## config.mk

```make
export PLATFORM = sky130hd
export DESIGN_NAME = telemetry_readback
export DESIGN_NICKNAME = d
export VERILOG_FILES = /design/src/telemetry_pkg.sv /design/src/telemetry_readback.sv /design/src/telemetry_store.sv
export SDC_FILE = /design/constraint.sdc
export NUM_CORES = 1
export LEC_CHECK = 0
export BUFFER_PORTS_ARGS = -buffer_cell sky130_fd_sc_hd__buf_2
export CAP_MARGIN = 20
export CELL_PAD_IN_SITES_DETAIL_PLACEMENT = 1
export CELL_PAD_IN_SITES_GLOBAL_PLACEMENT = 1
export CORE_ASPECT_RATIO = 1.25
export CORE_UTILIZATION = 46
export CTS_CLUSTER_DIAMETER = 100
export DETAILED_ROUTE_END_ITERATION = 8
export MAX_ROUTING_LAYER = met4
export PLACE_DENSITY = 0.91
export SLEW_MARGIN = 20
export SYNTH_ARGS = -nofsm -noshare
export SYNTH_HDL_FRONTEND = slang
export SYNTH_SLANG_ARGS = --single-unit
```

## constraint.sdc

```tcl
create_clock -name clk -period 19.62 [get_ports clk]
set_input_delay 3.924 -clock clk [delete_from_list [all_inputs] [get_ports clk]]
set_output_delay 3.924 -clock clk [all_outputs]
set_load 0.02 [all_outputs]
```

## src/telemetry_pkg.sv

```systemverilog
// constants for the telemetry readback bank: command codes, store map, refresh timing
// assumes a 20 MHz clock and a command decoder that hands over whole transactions
package telemetry_pkg;

   localparam int unsigned CLK_MHZ         = 20;
   localparam int unsigned SLOW_REFRESH_US = 1200;
   localparam int unsigned FAST_REFRESH_US = 100;
   localparam int unsigned SLOW_CYCLES     = SLOW_REFRESH_US * CLK_MHZ;
   localparam int unsigned FAST_CYCLES     = FAST_REFRESH_US * CLK_MHZ;
   localparam int unsigned TIMER_W         = 16;

   localparam logic [7:0] CMD_IN_CURRENT  = 8'h89;
   localparam logic [7:0] CMD_OUT_CURRENT = 8'h8C;
   localparam logic [7:0] CMD_TEMPERATURE = 8'h8D;
   localparam logic [7:0] CMD_OUT_POWER   = 8'h96;
   localparam logic [7:0] CMD_IN_POWER    = 8'h97;
   localparam logic [7:0] CMD_OUT_VOLTAGE = 8'hD4;

   localparam logic [7:0] PAGE_CH_A  = 8'h00;
   localparam logic [7:0] PAGE_CH_B  = 8'h01;
   localparam logic [7:0] PAGE_BOTH  = 8'hFF;
   localparam logic [7:0] PHASE_SUM  = 8'h80;
   localparam logic [7:0] PHASE_ALL  = 8'hFF;
   localparam int unsigned PHASES_A  = 6;

   // linear word layout
   localparam int unsigned EXP_MSB = 15;
   localparam int unsigned EXP_LSB = 11;
   localparam int unsigned MAN_MSB = 10;
   localparam int unsigned WORD_W  = 16;

   // store map
   localparam int unsigned ADDR_W        = 4;
   localparam int unsigned DEPTH         = 16;
   localparam logic [3:0]  ENT_TEMP_A    = 4'h0;
   localparam logic [3:0]  ENT_TEMP_B    = 4'h1;
   localparam logic [3:0]  ENT_POUT_A    = 4'h2;
   localparam logic [3:0]  ENT_POUT_B    = 4'h3;
   localparam logic [3:0]  ENT_PIN       = 4'h4;
   localparam logic [3:0]  ENT_VOUT_A    = 4'h5;
   localparam logic [3:0]  ENT_VOUT_B    = 4'h6;
   localparam logic [3:0]  ENT_IOUT_BASE = 4'h7;
   localparam logic [3:0]  ENT_IOUT_SUMA = 4'hD;
   localparam logic [3:0]  ENT_IOUT_B    = 4'hE;
   localparam logic [3:0]  ENT_IIN       = 4'hF;
   localparam logic [3:0]  ENT_SLOW_LAST = 4'h6;
   localparam logic [3:0]  ENT_FAST_LAST = 4'hF;

   // input current scaling
   localparam int unsigned IIN_NOMINAL_SCALE = 50;
   localparam logic [4:0]  IIN_EXPONENT      = 5'h1E;
   localparam int unsigned OFS_SHIFT         = 2;

   localparam logic [15:0] WORD_RESET = 16'h0000;

   typedef enum logic [1:0] {REFRESH_IDLE, REFRESH_SLOW, REFRESH_FAST} refresh_state_t;

endpackage

```

## src/telemetry_readback.sv

```systemverilog
// read-only telemetry register bank of a dual-channel controller behind a command decoder
// assumes same-clock measurement words and decoded transactions from the bus front end
`timescale 1ns/1ps
module telemetry_readback #(
   parameter int unsigned SLOW_REFRESH_CYCLES = telemetry_pkg::SLOW_CYCLES // 1200 us
) (
   input  wire logic        clk,                            // 20 MHz system clock
   input  wire logic        rst_n,                          // sync reset, active low
   input  wire logic        cmdValid,                       // one-cycle transaction strobe
   input  wire logic [7:0]  cmdCode,                        // command code
   input  wire logic        cmdWrite,                       // transaction is a write
   input  wire logic [15:0] cmdWriteData,                   // write payload, discarded
   input  wire logic [7:0]  page,                           // current page setting
   input  wire logic [7:0]  phase,                          // current phase setting
   input  wire logic        clearFaults,                    // clear fault flags pulse
   input  wire logic [1:0][4:0]  temperatureExponent,       // hottest stage, per channel
   input  wire logic [1:0][10:0] temperatureMantissa,       // hottest stage, per channel
   input  wire logic [1:0][4:0]  outPowerExponent,          // per channel
   input  wire logic [1:0][10:0] outPowerMantissa,          // per channel
   input  wire logic [4:0]       inPowerExponent,           // shared input power
   input  wire logic [10:0]      inPowerMantissa,           // shared input power
   input  wire logic [1:0][4:0]  outVoltageExponent,        // per channel
   input  wire logic [1:0][10:0] outVoltageMantissa,        // per channel
   input  wire logic [7:0][4:0]  outCurrentExponent,        // A ph1..6, A sum, B
   input  wire logic [7:0][10:0] outCurrentMantissa,        // A ph1..6, A sum, B
   input  wire logic [10:0] inSenseRaw,                     // total input current, gain applied
   input  wire logic [7:0]  inputCurrentFullScale,          // nominal 50
   input  wire logic [4:0]  inputCurrentOffset,             // signed amps
   output logic             rdValid,                        // read word answer strobe
   output logic [15:0]      rdData,                         // read word, from register
   output logic             cmlFault,                       // communication fault flag
   output logic             statusSummary,                  // summary status flag
   output logic             hostAlertOutput                 // alert toward host
);
   import telemetry_pkg::*;

   // refresh timers and state
   refresh_state_t      state_ff, nxt_state;
   logic [TIMER_W-1:0]  slowCnt_ff, nxt_slowCnt;
   logic [TIMER_W-1:0]  fastCnt_ff, nxt_fastCnt;
   logic                slowPend_ff, nxt_slowPend;
   logic                fastPend_ff, nxt_fastPend;
   logic [ADDR_W-1:0]   wrIdx_ff, nxt_wrIdx;
   logic                slowTick, fastTick;
   logic                wrEn;

   // flags and answer
   logic                cml_ff, nxt_cml;
   logic                summary_ff, nxt_summary;
   logic                rdValid_ff, nxt_rdValid;
   logic [ADDR_W-1:0]   rdAddr;
   logic                rdHit;
   logic                ownCmd;
   logic                chanB;
   logic                phaseOne;

   logic [WORD_W-1:0]   liveWord [DEPTH];
   logic [WORD_W-1:0]   inCurrentWord;

   // terminal counts of the two refresh timers
   localparam int unsigned SLOW_LAST = SLOW_REFRESH_CYCLES - 1;
   localparam int unsigned FAST_LAST = FAST_CYCLES - 1;

   function automatic logic [WORD_W-1:0] linearWord(input logic [4:0] e,
                                                    input logic [10:0] m);
      logic [WORD_W-1:0] w;
      w                  = WORD_RESET;
      w[EXP_MSB:EXP_LSB] = e;
      w[MAN_MSB:0]       = m;
      linearWord         = w;
   endfunction

   // live word per store entry; the refresh walk copies one entry per cycle
   assign liveWord[ENT_PIN] = linearWord(inPowerExponent, inPowerMantissa);
   assign liveWord[ENT_IIN] = inCurrentWord;

   genvar gi;
   generate
      // per-channel entries sit in A/B pairs, index 0 is channel A
      for (gi = 0; gi < 2; gi++) begin : g_channel
         assign liveWord[int'(ENT_TEMP_A) + gi] =
            linearWord(temperatureExponent[gi], temperatureMantissa[gi]);
         assign liveWord[int'(ENT_POUT_A) + gi] =
            linearWord(outPowerExponent[gi], outPowerMantissa[gi]);
         assign liveWord[int'(ENT_VOUT_A) + gi] =
            linearWord(outVoltageExponent[gi], outVoltageMantissa[gi]);
      end
      // six channel A phases, the channel A sum, then channel B
      for (gi = 0; gi < 8; gi++) begin : g_current
         assign liveWord[int'(ENT_IOUT_BASE) + gi] =
            linearWord(outCurrentExponent[gi], outCurrentMantissa[gi]);
      end
   endgenerate

   // input current: total sense scaled by full-scale ratio to 50, plus offset
   logic signed [21:0] iinProduct;
   logic signed [21:0] iinScaled;
   logic signed [21:0] iinSum;
   logic        [10:0] iinMant;

   // operands widened first so the product never wraps
   always_comb begin
      iinProduct = $signed(22'(inSenseRaw)) * $signed(22'(inputCurrentFullScale));
      iinScaled  = iinProduct / $signed(22'(IIN_NOMINAL_SCALE));
      iinSum     = iinScaled + (22'($signed(inputCurrentOffset)) <<< OFS_SHIFT);
      // saturate so an overload never reads back as a small current
      if (iinSum > 22'sd1023) begin
         iinMant = 11'h3FF;
      end else if (iinSum < -22'sd1024) begin
         iinMant = 11'h400;
      end else begin
         iinMant = iinSum[10:0];
      end
      inCurrentWord = linearWord(IIN_EXPONENT, iinMant);
   end

   // refresh timers and store walk
   always_comb begin
      slowTick     = (slowCnt_ff == TIMER_W'(SLOW_LAST));
      fastTick     = (fastCnt_ff == TIMER_W'(FAST_LAST));
      nxt_slowCnt  = slowTick ? '0 : slowCnt_ff + TIMER_W'(1);
      nxt_fastCnt  = fastTick ? '0 : fastCnt_ff + TIMER_W'(1);
      nxt_slowPend = slowPend_ff;
      nxt_fastPend = fastPend_ff;
      nxt_state    = state_ff;
      nxt_wrIdx    = wrIdx_ff;
      wrEn         = 1'b0;
      case (state_ff)
         REFRESH_IDLE: begin
            // fast walk first: its entries age twelve times quicker
            if (fastPend_ff) begin
               nxt_fastPend = 1'b0;
               nxt_state    = REFRESH_FAST;
               nxt_wrIdx    = ENT_IOUT_BASE;
            end else if (slowPend_ff) begin
               nxt_slowPend = 1'b0;
               nxt_state    = REFRESH_SLOW;
               nxt_wrIdx    = ENT_TEMP_A;
            end
         end
         REFRESH_SLOW: begin
            wrEn      = 1'b1;
            nxt_wrIdx = wrIdx_ff + ADDR_W'(1);
            if (wrIdx_ff == ENT_SLOW_LAST) begin
               nxt_state = REFRESH_IDLE;
            end
         end
         REFRESH_FAST: begin
            wrEn      = 1'b1;
            nxt_wrIdx = wrIdx_ff + ADDR_W'(1);
            if (wrIdx_ff == ENT_FAST_LAST) begin
               nxt_state = REFRESH_IDLE;
            end
         end
         default: begin
            nxt_state = REFRESH_IDLE;
         end
      endcase
      // a tick in the same cycle as a start wins
      if (slowTick) begin
         nxt_slowPend = 1'b1;
      end
      if (fastTick) begin
         nxt_fastPend = 1'b1;
      end
   end

   always_ff @(posedge clk) begin
      if (!rst_n) begin
         // both walks pending so the store fills right after reset
         state_ff    <= REFRESH_IDLE;
         slowCnt_ff  <= '0;
         fastCnt_ff  <= '0;
         slowPend_ff <= 1'b1;
         fastPend_ff <= 1'b1;
         wrIdx_ff    <= '0;
      end else begin
         state_ff    <= nxt_state;
         slowCnt_ff  <= nxt_slowCnt;
         fastCnt_ff  <= nxt_fastCnt;
         slowPend_ff <= nxt_slowPend;
         fastPend_ff <= nxt_fastPend;
         wrIdx_ff    <= nxt_wrIdx;
      end
   end

   // page decode: FFh asks for both channels, one word can only answer channel A
   always_comb begin
      case (page)
         PAGE_CH_B: begin
            chanB = 1'b1;
         end
         PAGE_CH_A, PAGE_BOTH: begin
            chanB = 1'b0;
         end
         default: begin
            chanB = 1'b0;
         end
      endcase
      // phases past the populated ones fall back to the channel A sum
      phaseOne = (phase < 8'(PHASES_A));
   end

   // command decode: store entry for the selected page and phase
   always_comb begin
      rdAddr = ENT_TEMP_A;
      ownCmd = 1'b1;
      case (cmdCode)
         CMD_TEMPERATURE: begin
            rdAddr = chanB ? ENT_TEMP_B : ENT_TEMP_A;
         end
         CMD_OUT_POWER: begin
            rdAddr = chanB ? ENT_POUT_B : ENT_POUT_A;
         end
         CMD_IN_POWER: begin
            rdAddr = ENT_PIN;
         end
         CMD_OUT_VOLTAGE: begin
            rdAddr = chanB ? ENT_VOUT_B : ENT_VOUT_A;
         end
         CMD_IN_CURRENT: begin
            rdAddr = ENT_IIN;
         end
         CMD_OUT_CURRENT: begin
            if (chanB) begin
               rdAddr = ENT_IOUT_B;
            end else if (phase == PHASE_SUM || phase == PHASE_ALL) begin
               rdAddr = ENT_IOUT_SUMA;
            end else if (phaseOne) begin
               rdAddr = ENT_IOUT_BASE + phase[ADDR_W-1:0];
            end else begin
               rdAddr = ENT_IOUT_SUMA;
            end
         end
         default: begin
            ownCmd = 1'b0;
         end
      endcase
      // foreign codes stay silent and raise no flag
      rdHit = cmdValid && ownCmd && !cmdWrite;
   end

   // fault flags: a write of an own command code sets them, clear wins only without a new write
   always_comb begin
      nxt_cml     = cml_ff;
      nxt_summary = summary_ff;
      if (clearFaults) begin
         nxt_cml     = 1'b0;
         nxt_summary = 1'b0;
      end
      if (cmdValid && ownCmd && cmdWrite) begin
         nxt_cml     = 1'b1;
         nxt_summary = 1'b1;
      end
      // answer one cycle after the taking edge
      nxt_rdValid = rdHit;
   end

   always_ff @(posedge clk) begin
      if (!rst_n) begin
         cml_ff     <= 1'b0;
         summary_ff <= 1'b0;
         rdValid_ff <= 1'b0;
      end else begin
         cml_ff     <= nxt_cml;
         summary_ff <= nxt_summary;
         rdValid_ff <= nxt_rdValid;
      end
   end

   // write payload never reaches the store
   telemetry_store u_store (
      .clk    (clk),
      .rst_n  (rst_n),
      .wrEn   (wrEn),
      .wrAddr (wrIdx_ff),
      .wrData (liveWord[wrIdx_ff]),
      .rdAddr (rdAddr),
      .rdData (rdData)
   );

   assign rdValid         = rdValid_ff;
   assign cmlFault        = cml_ff;
   assign statusSummary   = summary_ff;
   // alert is the fault flag itself; clearing faults releases it
   assign hostAlertOutput = cml_ff;

endmodule // telemetry_readback

```

## src/telemetry_store.sv

```systemverilog
// sixteen-word store for telemetry snapshots, one write port and one read port
// assumes writes always carry a complete word; read data come out of a register
`timescale 1ns/1ps
module telemetry_store (
   input  wire logic                               clk,      // system clock
   input  wire logic                               rst_n,    // sync reset, active low
   input  wire logic                               wrEn,     // write strobe
   input  wire logic [telemetry_pkg::ADDR_W-1:0]   wrAddr,   // write entry
   input  wire logic [telemetry_pkg::WORD_W-1:0]   wrData,   // whole word
   input  wire logic [telemetry_pkg::ADDR_W-1:0]   rdAddr,   // read entry
   output logic      [telemetry_pkg::WORD_W-1:0]   rdData    // registered read word
);
   import telemetry_pkg::*;

   logic [WORD_W-1:0] mem [DEPTH];
   logic [WORD_W-1:0] rdData_ff;
   logic [WORD_W-1:0] nxt_rdData;

   always_comb begin
      nxt_rdData = mem[rdAddr];
   end

   always_ff @(posedge clk) begin
      if (wrEn) begin
         mem[wrAddr] <= wrData;
      end
   end

   always_ff @(posedge clk) begin
      if (!rst_n) begin
         rdData_ff <= WORD_RESET;
      end else begin
         rdData_ff <= nxt_rdData;
      end
   end

   assign rdData = rdData_ff;

endmodule // telemetry_store

```

### Yosys cells after proc, flatten, opt, wreduce, memory -nomap -nowiden

Memory sizes are Yosys's and may differ from the RTL's. A register that Yosys moved wholly into a read port is not among the register bits.
Index checks and enable logic that the tools add are counted.

| storage, ports and cells | value |
|---|---|
| bits in read-only memories | 0 |
| bits in latches | 0 |
| logic and storage cells | 84 |
| flip-flop bits (word level) | 42 |
| memory bits (writable) | 256 |
| memories | 1 |

Memories:

| memory | depth | width | read ports | clocked after memory_dff | wr ports | RTL line | source |
|---|---|---|---|---|---|---|---|
| u_store.mem | 16 | 16 | 1 | 1 | 1 | telemetry_store.sv:15 | `logic [WORD_W-1:0] mem [DEPTH];` |

| operators by class | value |
|---|---|
| multiplexer cells | 27 |
| bitwise gates (word level) | 3 |
| magnitude comparators | 4 |
| divide/modulo/power cells | 1 |
| multipliers | 1 |
| equal/unequal tests | 18 |
| shifts and indexed selects | 0 |
| add/sub/neg operators | 5 |
| reduce and logical (&&, ||, !) cells | 16 |

Operators by type and width:

| cell | number |
|---|---|
| binary-select mux 16 bit (select 4 bit) | 1 |
| equality test 8 bit, second input constant | 8 |
| adder 16 x 1 -> 16 bit, second input constant | 2 |
| 2-to-1 mux 16 bit | 2 |
| one-hot mux 4 bit (6 select lines) | 1 |
| adder 22 x 7 -> 22 bit | 1 |
| divider 22 x 7 -> 22 bit, second input constant | 1 |
| > comparator 22 x 11 -> 1 bit, second input constant | 1 |
| less-than comparator 22 x 11 -> 1 bit, second input constant | 1 |
| 2-to-1 mux 11 bit | 2 |
| 2-to-1 mux 4 bit | 5 |
| multiplier 11 x 8 -> 19 bit | 1 |
| equality test 16 x 11 -> 1 bit, second input constant | 1 |
| equality test 16 x 15 -> 1 bit, second input constant | 1 |
| 2-to-1 mux 2 bit | 5 |
| 2-to-1 mux 1 bit | 9 |
| equality test 8 x 1 -> 1 bit, second input constant | 1 |
| less-than comparator 8 x 3 -> 1 bit, second input constant | 1 |
| one-hot mux 4 bit (2 select lines) | 1 |
| one-hot mux 2 bit (3 select lines) | 1 |
| OR reduction 2 bit | 3 |
| OR reduction 6 bit | 1 |
| >= comparator 5 bit, second input constant | 1 |
| NOT 4 -> 5 bit | 1 |
| other kinds (16) | 23 |

### Logic depth before layout (Yosys ltp)

Gate-level depths: netlist of run 1.

| depth | value |
|---|---|
| depth after elaboration | 9 |
| mapped depth | 69 |
| depth with buffers taken out | 63 |

### Modules after synthesis

Synthesis of run 1 repeated with hierarchy kept, for this count alone.

| unflattened totals | value |
|---|---|
| cells, all modules | 1716 |
| area, all modules | 20871.3 um2 |

Modules (own cells, without submodules):

| module | cells an instance | times used | area an instance (um2) |
|---|---|---|---|
| telemetry_readback | 1273 | 1 | 10769.1 |
| telemetry_store | 443 | 1 | 10102.2 |

### Least setup slack after synthesis of run 1

No wires, ideal clock.

| timing | value |
|---|---|
| kind | in2reg |
| start | input port inputCurrentFullScale[7] |
| end | memory u_store.mem[0][3] (data pin) |
| library setup time | 302 ps |
| arrival time | 17736 ps |
| stages on the path | 64 |
| setup slack | 1582 ps |
| required time | 19318 ps |
| path through | clkbuf_1 and2_1 fa_1 inv_1 fa_1 inv_1 fa_1 inv_1 fa_1 inv_1 ha_1 clkbuf_1 o21a_1 a21o_1 and3_1 o31a_1 or4_1 buf_2 [28 not listed] o21ai_0 nand2b_1 a21oi_1 o21bai_1 a21o_1 a21o_1 a21o_1 a21o_1 xor2_1 or3_1 nor2_1 nand2_1 nand3_1 o31ai_1 clkbuf_1 o21bai_1 mux4_2 mux4_2 |

| between the ends | value |
|---|---|
| cells in the longest elaborated chain, start to end | 9 |

Ends and longest elaborated chain:

| what | RTL line | source |
|---|---|---|
| start, declared | telemetry_readback.sv:27 | `input wire logic [7:0] inputCurrentFullScale,` |
| multiplier 11 x 8 -> 19 bit * | telemetry_readback.sv:103 | `iinProduct = $signed(22'(inSenseRaw)) * $signed(22'(inputCurrentFullScale));` |
| divider 22 x 7 -> 22 bit * | telemetry_readback.sv:104 | `iinScaled = iinProduct / $signed(22'(IIN_NOMINAL_SCALE));` |
| adder 22 x 7 -> 22 bit * | telemetry_readback.sv:105 | `iinSum = iinScaled + (22'($signed(inputCurrentOffset)) <<< OFS_SHIFT);` |
| less-than comparator 22 x 11 -> 1 bit | telemetry_readback.sv:109 | `end else if (iinSum < -22'sd1024) begin` |
| 2-to-1 mux 11 bit | telemetry_readback.sv:109 |  |
| 2-to-1 mux 11 bit * | telemetry_readback.sv:107 | `if (iinSum > 22'sd1023) begin` |
| binary-select mux 16 bit (select 4 bit) * | telemetry_readback.sv:277 | `.wrData (liveWord[wrIdx_ff]),` |
| 2-to-1 mux 16 bit (not written as such) * (2 in series) | telemetry_readback.sv:277 |  |
| via u_store.wrData, one bit | telemetry_store.sv:9 | `input wire logic [telemetry_pkg::WORD_W-1:0] wrData,` |
| end, declared | telemetry_store.sv:15 |  |

Mark *: on every way through the listed nets, which the timed path passes. The rest lies on a longest branch. The select of a mux whose other input is x is not followed.

### Worst setup path after layout of run 1

| timing | value |
|---|---|
| start | input port inputCurrentFullScale[7] |
| end | memory u_store.mem[2][3] (data pin) |

The elaborated chain is that of the path after synthesis.

==> results of run 1 <==
-- cell usage after synthesis, types with 16 or more instances --
cell	number	area, um2
a211oi_1	112	840.8
a21o_1	30	225.2
a21oi_1	84	420.4
a311oi_1	36	315.3
a31oi_1	45	281.5
and2_1	136	850.8
and3_1	16	100.1
clkbuf_1	91	341.6
dfxtp_1	58	1161
edfxtp_1	256	7687
fa_1	55	1101
ha_1	62	775.7
inv_1	92	345.3
mux2i_1	16	160.2
mux4_2	70	1577
nand2_1	257	964.7
nand3_1	50	250.2
nor2_1	132	495.5
nor3_1	37	185.2
o211ai_1	17	127.6
o21ai_0	47	235.2
xnor2_1	31	271.5
xor2_1	34	297.8
-- per-layer routing --
metal | track usage | up-vias
met1 | 0.3583 | 9797
met2 | 0.6102 | 909
met5 | - | -
met3 | 0.02890 | 192
li1 | - | 8449
met4 | 0.1515 | 0
-- state kept, by name (all words and copies together), names as in the netlist --
signal	flops
slowCnt_ff	16
statusSummary	1
fastPend_ff	1
u_store.mem	256
state_ff	2
fastCnt_ff	16
rdValid	1
wrIdx_ff	4
slowPend_ff	1
u_store.rdData	16
-- per-stage QoR --
stage                 TNS [ns]    util  hold WS [ns]  cell area [um2]  cells
floorplan                    0       -        0.4176            21370   2054
global placement             0  0.5309        0.4281            24160   2942
detailed placement      -4.394  0.5309        0.4500            24160   2942
CTS                          0  0.5552        0.4632            25260   2998
global route        -0.0004015  0.5604        0.4846            25500   3011
finish                       0  0.5604        0.4670            25500   3011
-- cell type report --
class                   instances  share of cell area
flip-flops and latches        314              0.3474
well taps                     578             0.02836
clock buffers                  38             0.03263
clock inverters                18             0.01075
inverters                      96             0.01423
diodes                          4           0.0003925
repair buffers                435             0.09892
multi-input cells            1528              0.4673
-- logic make-up after synthesis --
kind of cell | share of synthesized area
flops | 0.4140
buf+inv | 0.03981
mux | 0.08524
simple gates | 0.1610
xor+xnor | 0.02664
fa+ha+maj | 0.09021
compound gates | 0.1831
-- worst min path at each step --
stage	startpoint	to	depth (start not counted)
final	fastCnt_ff[0]	fastCnt_ff[0]	1
after global routing	fastCnt_ff[0]	fastCnt_ff[0]	1
after CTS	fastCnt_ff[0]	fastCnt_ff[0]	1
after detailed placement	fastCnt_ff[0]	fastCnt_ff[0]	1
after global placement	fastCnt_ff[0]	fastCnt_ff[0]	1
after floorplan	fastCnt_ff[0]	fastCnt_ff[0]	1
-- timing repair --
item / in CTS / in global routing
endpoints found under the setup margin: 0 / 176
gates resized for setup: 0 / 24
buffers inserted: 0 / 4
-- worst max-delay path: cells and delay by family --
family          cells  cell delay [ns]
simple gates       14             2.77
fa+ha+maj           6             2.68
buf+inv            10             1.19
xor+xnor            1             0.17
compound gates     28             6.60
mux                 4             2.01
==> run summary, run 1 <==
clock skew: 0.007909 ns
first-pass GRT wire length: 117100 um
Skew-Pair Late Insertion Delay: 0.56 ns
Avg Synthesized Cell Area: 10.41 um2
cts hold-fix bufs: 0
# Max-Cap Violations: 0
M1 wire length: 28210 um
initial antenna violation count: 5
status: completed
CP Class: input port to flop
worst-path fanout max: 16
Crit. End Element: flop
deepest clock path buffer count: 3
DR WL met3: 4420 um
clock-pin slew on the worst setup and hold paths: 0.06 ns
filler instances: 5015
number of nets still failing antenna checks after routing: 0
placed wire-length estimate: 55520 um
sequential-to-total area share from yosys stat: 0.4140
layout cell share with drive strength beyond 1: 0.2664
CP dominant cell by count: inv_1
fraction of registers with async set/reset: 0
flops & latches, synth: 314
Syn Inst Count: 2054
WP data arrival: 19.35 ns
DR WL/cell: 26.00 um
worst reg2reg setup slack: 16.15 ns
Top Layer Used: met4
Critical Path Sink: u_store.mem[2][3]
max incr delay on CP: 0.67 ns
Critical Path Start: inputCurrentFullScale[7]
drc violations: 0
final setup margin: 0.5184 ns
CTS Root Cell: clkbuf_16
row cnt: 87
Top FF cell, synth: edfxtp_1
total CTS buffers: 30
die span in x: 194.8 um
pre-CTS setup slack: -0.09193 ns
Layout Nets: 2831
H-tree depth: 1
Global Route Usage Sum: 0.3309
largest net degree at the start of global routing: 99
Startpoint Class: input port
I/O Pins: 329
Synth Warn #: 0
initial drt markers: 1542
Post-synth EDFFs: 256
Worst Tran Pin Value: 1.200 ns
leading cell type in the layout, fill and taps excluded: buf_2
Slew headroom: 0.2001
area of the multi-input gates: 0.01192 mm2
routability cong.: 0.9465
TritonCTS clock tree: yes
critical path's slowest cell: mux4_2
met2 WL: 42180 um
Crit Reg-Reg Startpoint: wrIdx_ff[1]
R2R cell count: 8
Tcrit/Tclk final: 0.9736
final-report setup violation count: 0
post-route minimum period: 19.10 ns
FF-to-FF End: u_store.mem[4][0]
chip height: 243.0 um
Final Hold Viols: 0
vias in the first global route: 20920
core footprint: 0.04550 mm2
area delta synth->final: 19.31%
CTS sink cnt: 314
Yosys cell types: 109
PortBufs: 312
most frequent cells in the layout: 312 x buf_2, 256 x nand2_1, 256 x edfxtp_1
total gr overflow: 0
Slew Limit Fails: 0
Worst EP required: 19.87 ns
Total Routed Length: 78290 um
post-synth design cell area: 0.02137 mm2
Post-Syn Nets: 2480
starting density of the core: 0.4697
DRT Pass-1 Iters: 7
die area: 0.04733 mm2
register area: 0.008859 mm2
routed vias/inst: 6.425
f_max: 52.35 MHz
Hold Crit Class: flop to flop
vias: 19350
Power of run 1 is left out: the tool's default activity adds up to more than one toggle a clock period on the data nets, which glitch-free logic cannot reach.
==> inputs of run 2 (changes only) <==
CORE_UTILIZATION = 30   (was 46)
PLACE_DENSITY = 0.67   (was 0.91)
clock period = 19 ns   (was 19.62 ns; I/O delays follow)
==> run summary, run 2 (synthesized netlist as in run 1, its figures left out) <==
Worst Tran Pin Value: 1.001 ns (was 1.200 ns)
Critical Path Start: inputCurrentFullScale[7] (unchanged)
DR WL met3: 4384 um (was 4420 um)
vias: 18960 (was 19350)
number of nets still failing antenna checks after routing: 0 (unchanged)
WP data arrival: 18.63 ns (was 19.35 ns)
first-pass GRT wire length: 112800 um (was 117100 um)
worst-path fanout max: 8 (was 16)
final-report setup violation count: 0 (unchanged)
Top Layer Used: met4 (unchanged)
DR WL/cell: 21.97 um (was 26.00 um)
DRT Pass-1 Iters: 5 (was 7)
cell area after placement: 0.02561 mm2 (was 0.02416 mm2)
largest net degree at the start of global routing: 102 (was 99)
Critical Path Sink: u_store.mem[8][3] (was u_store.mem[2][3])
starting density of the core: 0.3025 (was 0.4697)
Skew-Pair Late Insertion Delay: 0.57 ns (was 0.56 ns)
die span in x: 240.7 um (was 194.8 um)
layout cell share with drive strength beyond 1: 0.3175 (was 0.2664)
Fin Hold WS: 0.4567 ns (was 0.4670 ns)
Slew headroom: 0.3282 (was 0.2001)
Hold Crit Class: flop to flop (unchanged)
finished layout cell area: 0.02715 mm2 (was 0.02550 mm2)
die area: 0.07232 mm2 (was 0.04733 mm2)
Crit Reg-Reg Startpoint: wrIdx_ff[1] (unchanged)
max incr delay on CP: 0.66 ns (was 0.67 ns)
CP dominant cell by count: buf_4 (was inv_1)
TritonCTS clock tree: yes (unchanged)
initial drt markers: 1115 (was 1542)
R2R cell count: 6 (was 8)
f_max: 54.45 MHz
Total Routed Length: 77220 um (was 78290 um)
post-route minimum period: 18.37 ns
met2 WL: 39050 um (was 42180 um)
Final TNS setup: 0 ns (unchanged)
vias in the first global route: 19900 (was 20920)
I/O Pins: 329 (unchanged)
clock skew: 0.01772 ns (was 0.007909 ns)
critical path's slowest cell: mux4_2 (unchanged)
worst reg2reg setup slack: 15.59 ns (was 16.15 ns)
total CTS buffers: 30 (unchanged)
FF-to-FF End: u_store.mem[4][0] (unchanged)
initial antenna violation count: 15 (was 5)
register area: 0.008859 mm2 (unchanged)
routability cong.: 0.8864 (was 0.9465)
Crit. End Element: flop (unchanged)
Global Route Usage Sum: 0.2095 (was 0.3309)
total gr overflow: 0 (unchanged)
CTS sink cnt: 314 (unchanged)
routed vias/inst: 5.395 (was 6.425)
M1 wire length: 31710 um (was 28210 um)
Startpoint Class: input port (unchanged)
area delta synth->final: 27.02% (was 19.31%)
Final Core Density: 0.3843 (was 0.5604)
core footprint: 0.07065 mm2 (was 0.04550 mm2)
Tcrit/Tclk final: 0.9666
clock-pin slew on the worst setup and hold paths: 0.07 ns (was 0.06 ns)
# Max-Cap Violations: 0 (unchanged)
leading cell type in the layout, fill and taps excluded: buf_2 (unchanged)
CP Class: input port to flop (unchanged)
deepest clock path buffer count: 3 (unchanged)
filler instances: 8040 (was 5015)
PortBufs: 312 (unchanged)
H-tree depth: 1 (unchanged)
Largest register FFs: 256 (unchanged)
chip height: 300.4 um (was 243.0 um)
row cnt: 109 (was 87)
Largest Register: u_store.mem (unchanged)
CTS Root Cell: clkbuf_16 (unchanged)
Worst EP required: 19.26 ns (was 19.87 ns)
area of the multi-input gates: 0.01218 mm2 (was 0.01192 mm2)
status: completed (unchanged)
Layout Nets: 2963 (was 2831)
Final Hold Viols: 0 (unchanged)
most frequent cells in the layout: 311 x buf_2, 256 x edfxtp_1, 255 x nand2_1 (was 312 x buf_2, 256 x nand2_1, 256 x edfxtp_1)
Slew Limit Fails: 0 (unchanged)
drc violations: 0 (unchanged)
WHS Path Cells: 1 (unchanged)
placed wire-length estimate: 56040 um (was 55520 um)
[run 2: routing by layer]
layer  global-route usage  vias to the layer above
met5                    -                        -
met4              0.05350                        0
met3              0.01852                      105
met2               0.3744                      573
met1               0.2516                     9572
li1                     -                     8714
[run 2: critical path, delay by kind of cell]
kind / cells / cell delay [ns]
AOI/OAI and AO/OA: 24 / 5.36
muxes: 2 / 1.25
buffers and inverters: 15 / 1.64
xor gates and xnor gates: 1 / 0.15
and+or+nand+nor: 20 / 3.47
adders and majority gates: 7 / 2.90
[run 2: how the worst min path moves through the flow]
stage / start / slack, ns / to
after global placement: fastCnt_ff[0] / 0.43 / fastCnt_ff[0]
after global routing: fastCnt_ff[0] / 0.50 / fastCnt_ff[0]
after floorplan: fastCnt_ff[0] / 0.42 / fastCnt_ff[0]
after detailed placement: fastCnt_ff[0] / 0.45 / fastCnt_ff[0]
final: fastCnt_ff[0] / 0.46 / fastCnt_ff[0]
after CTS: fastCnt_ff[0] / 0.46 / fastCnt_ff[0]
[run 2: cell type report]
type | count | share of cell area
antenna | 11 | 0.001014
clock buffer | 37 | 0.02940
clock inverter | 19 | 0.007605
inverter | 96 | 0.01337
multi-input combinational | 1528 | 0.4487
sequential | 314 | 0.3263
tap | 943 | 0.04346
timing repair buffer | 567 | 0.1301
[run 2: metrics by stage]
stage / setup WS (ns) / instances
4_1_cts: 0.09314 / 3491
3_3_place_gp: -0.1187 / 3435
3_5_place_dp: -0.4360 / 3435
6_report: 0.6344 / 3515
2_1_floorplan: 1.086 / 2054
5_1_grt: -0.08929 / 3511
[run 2: what timing repair did]
| item | 4_1_cts | 5_1_grt |
|---|---|---|
| hold buffers | 0 | 0 |
| resized for setup | 0 | 79 |
| endpoints found under the setup margin | 0 | 176 |
| buffers inserted | 0 | 9 |
Power of run 2 is left out for the same reason.
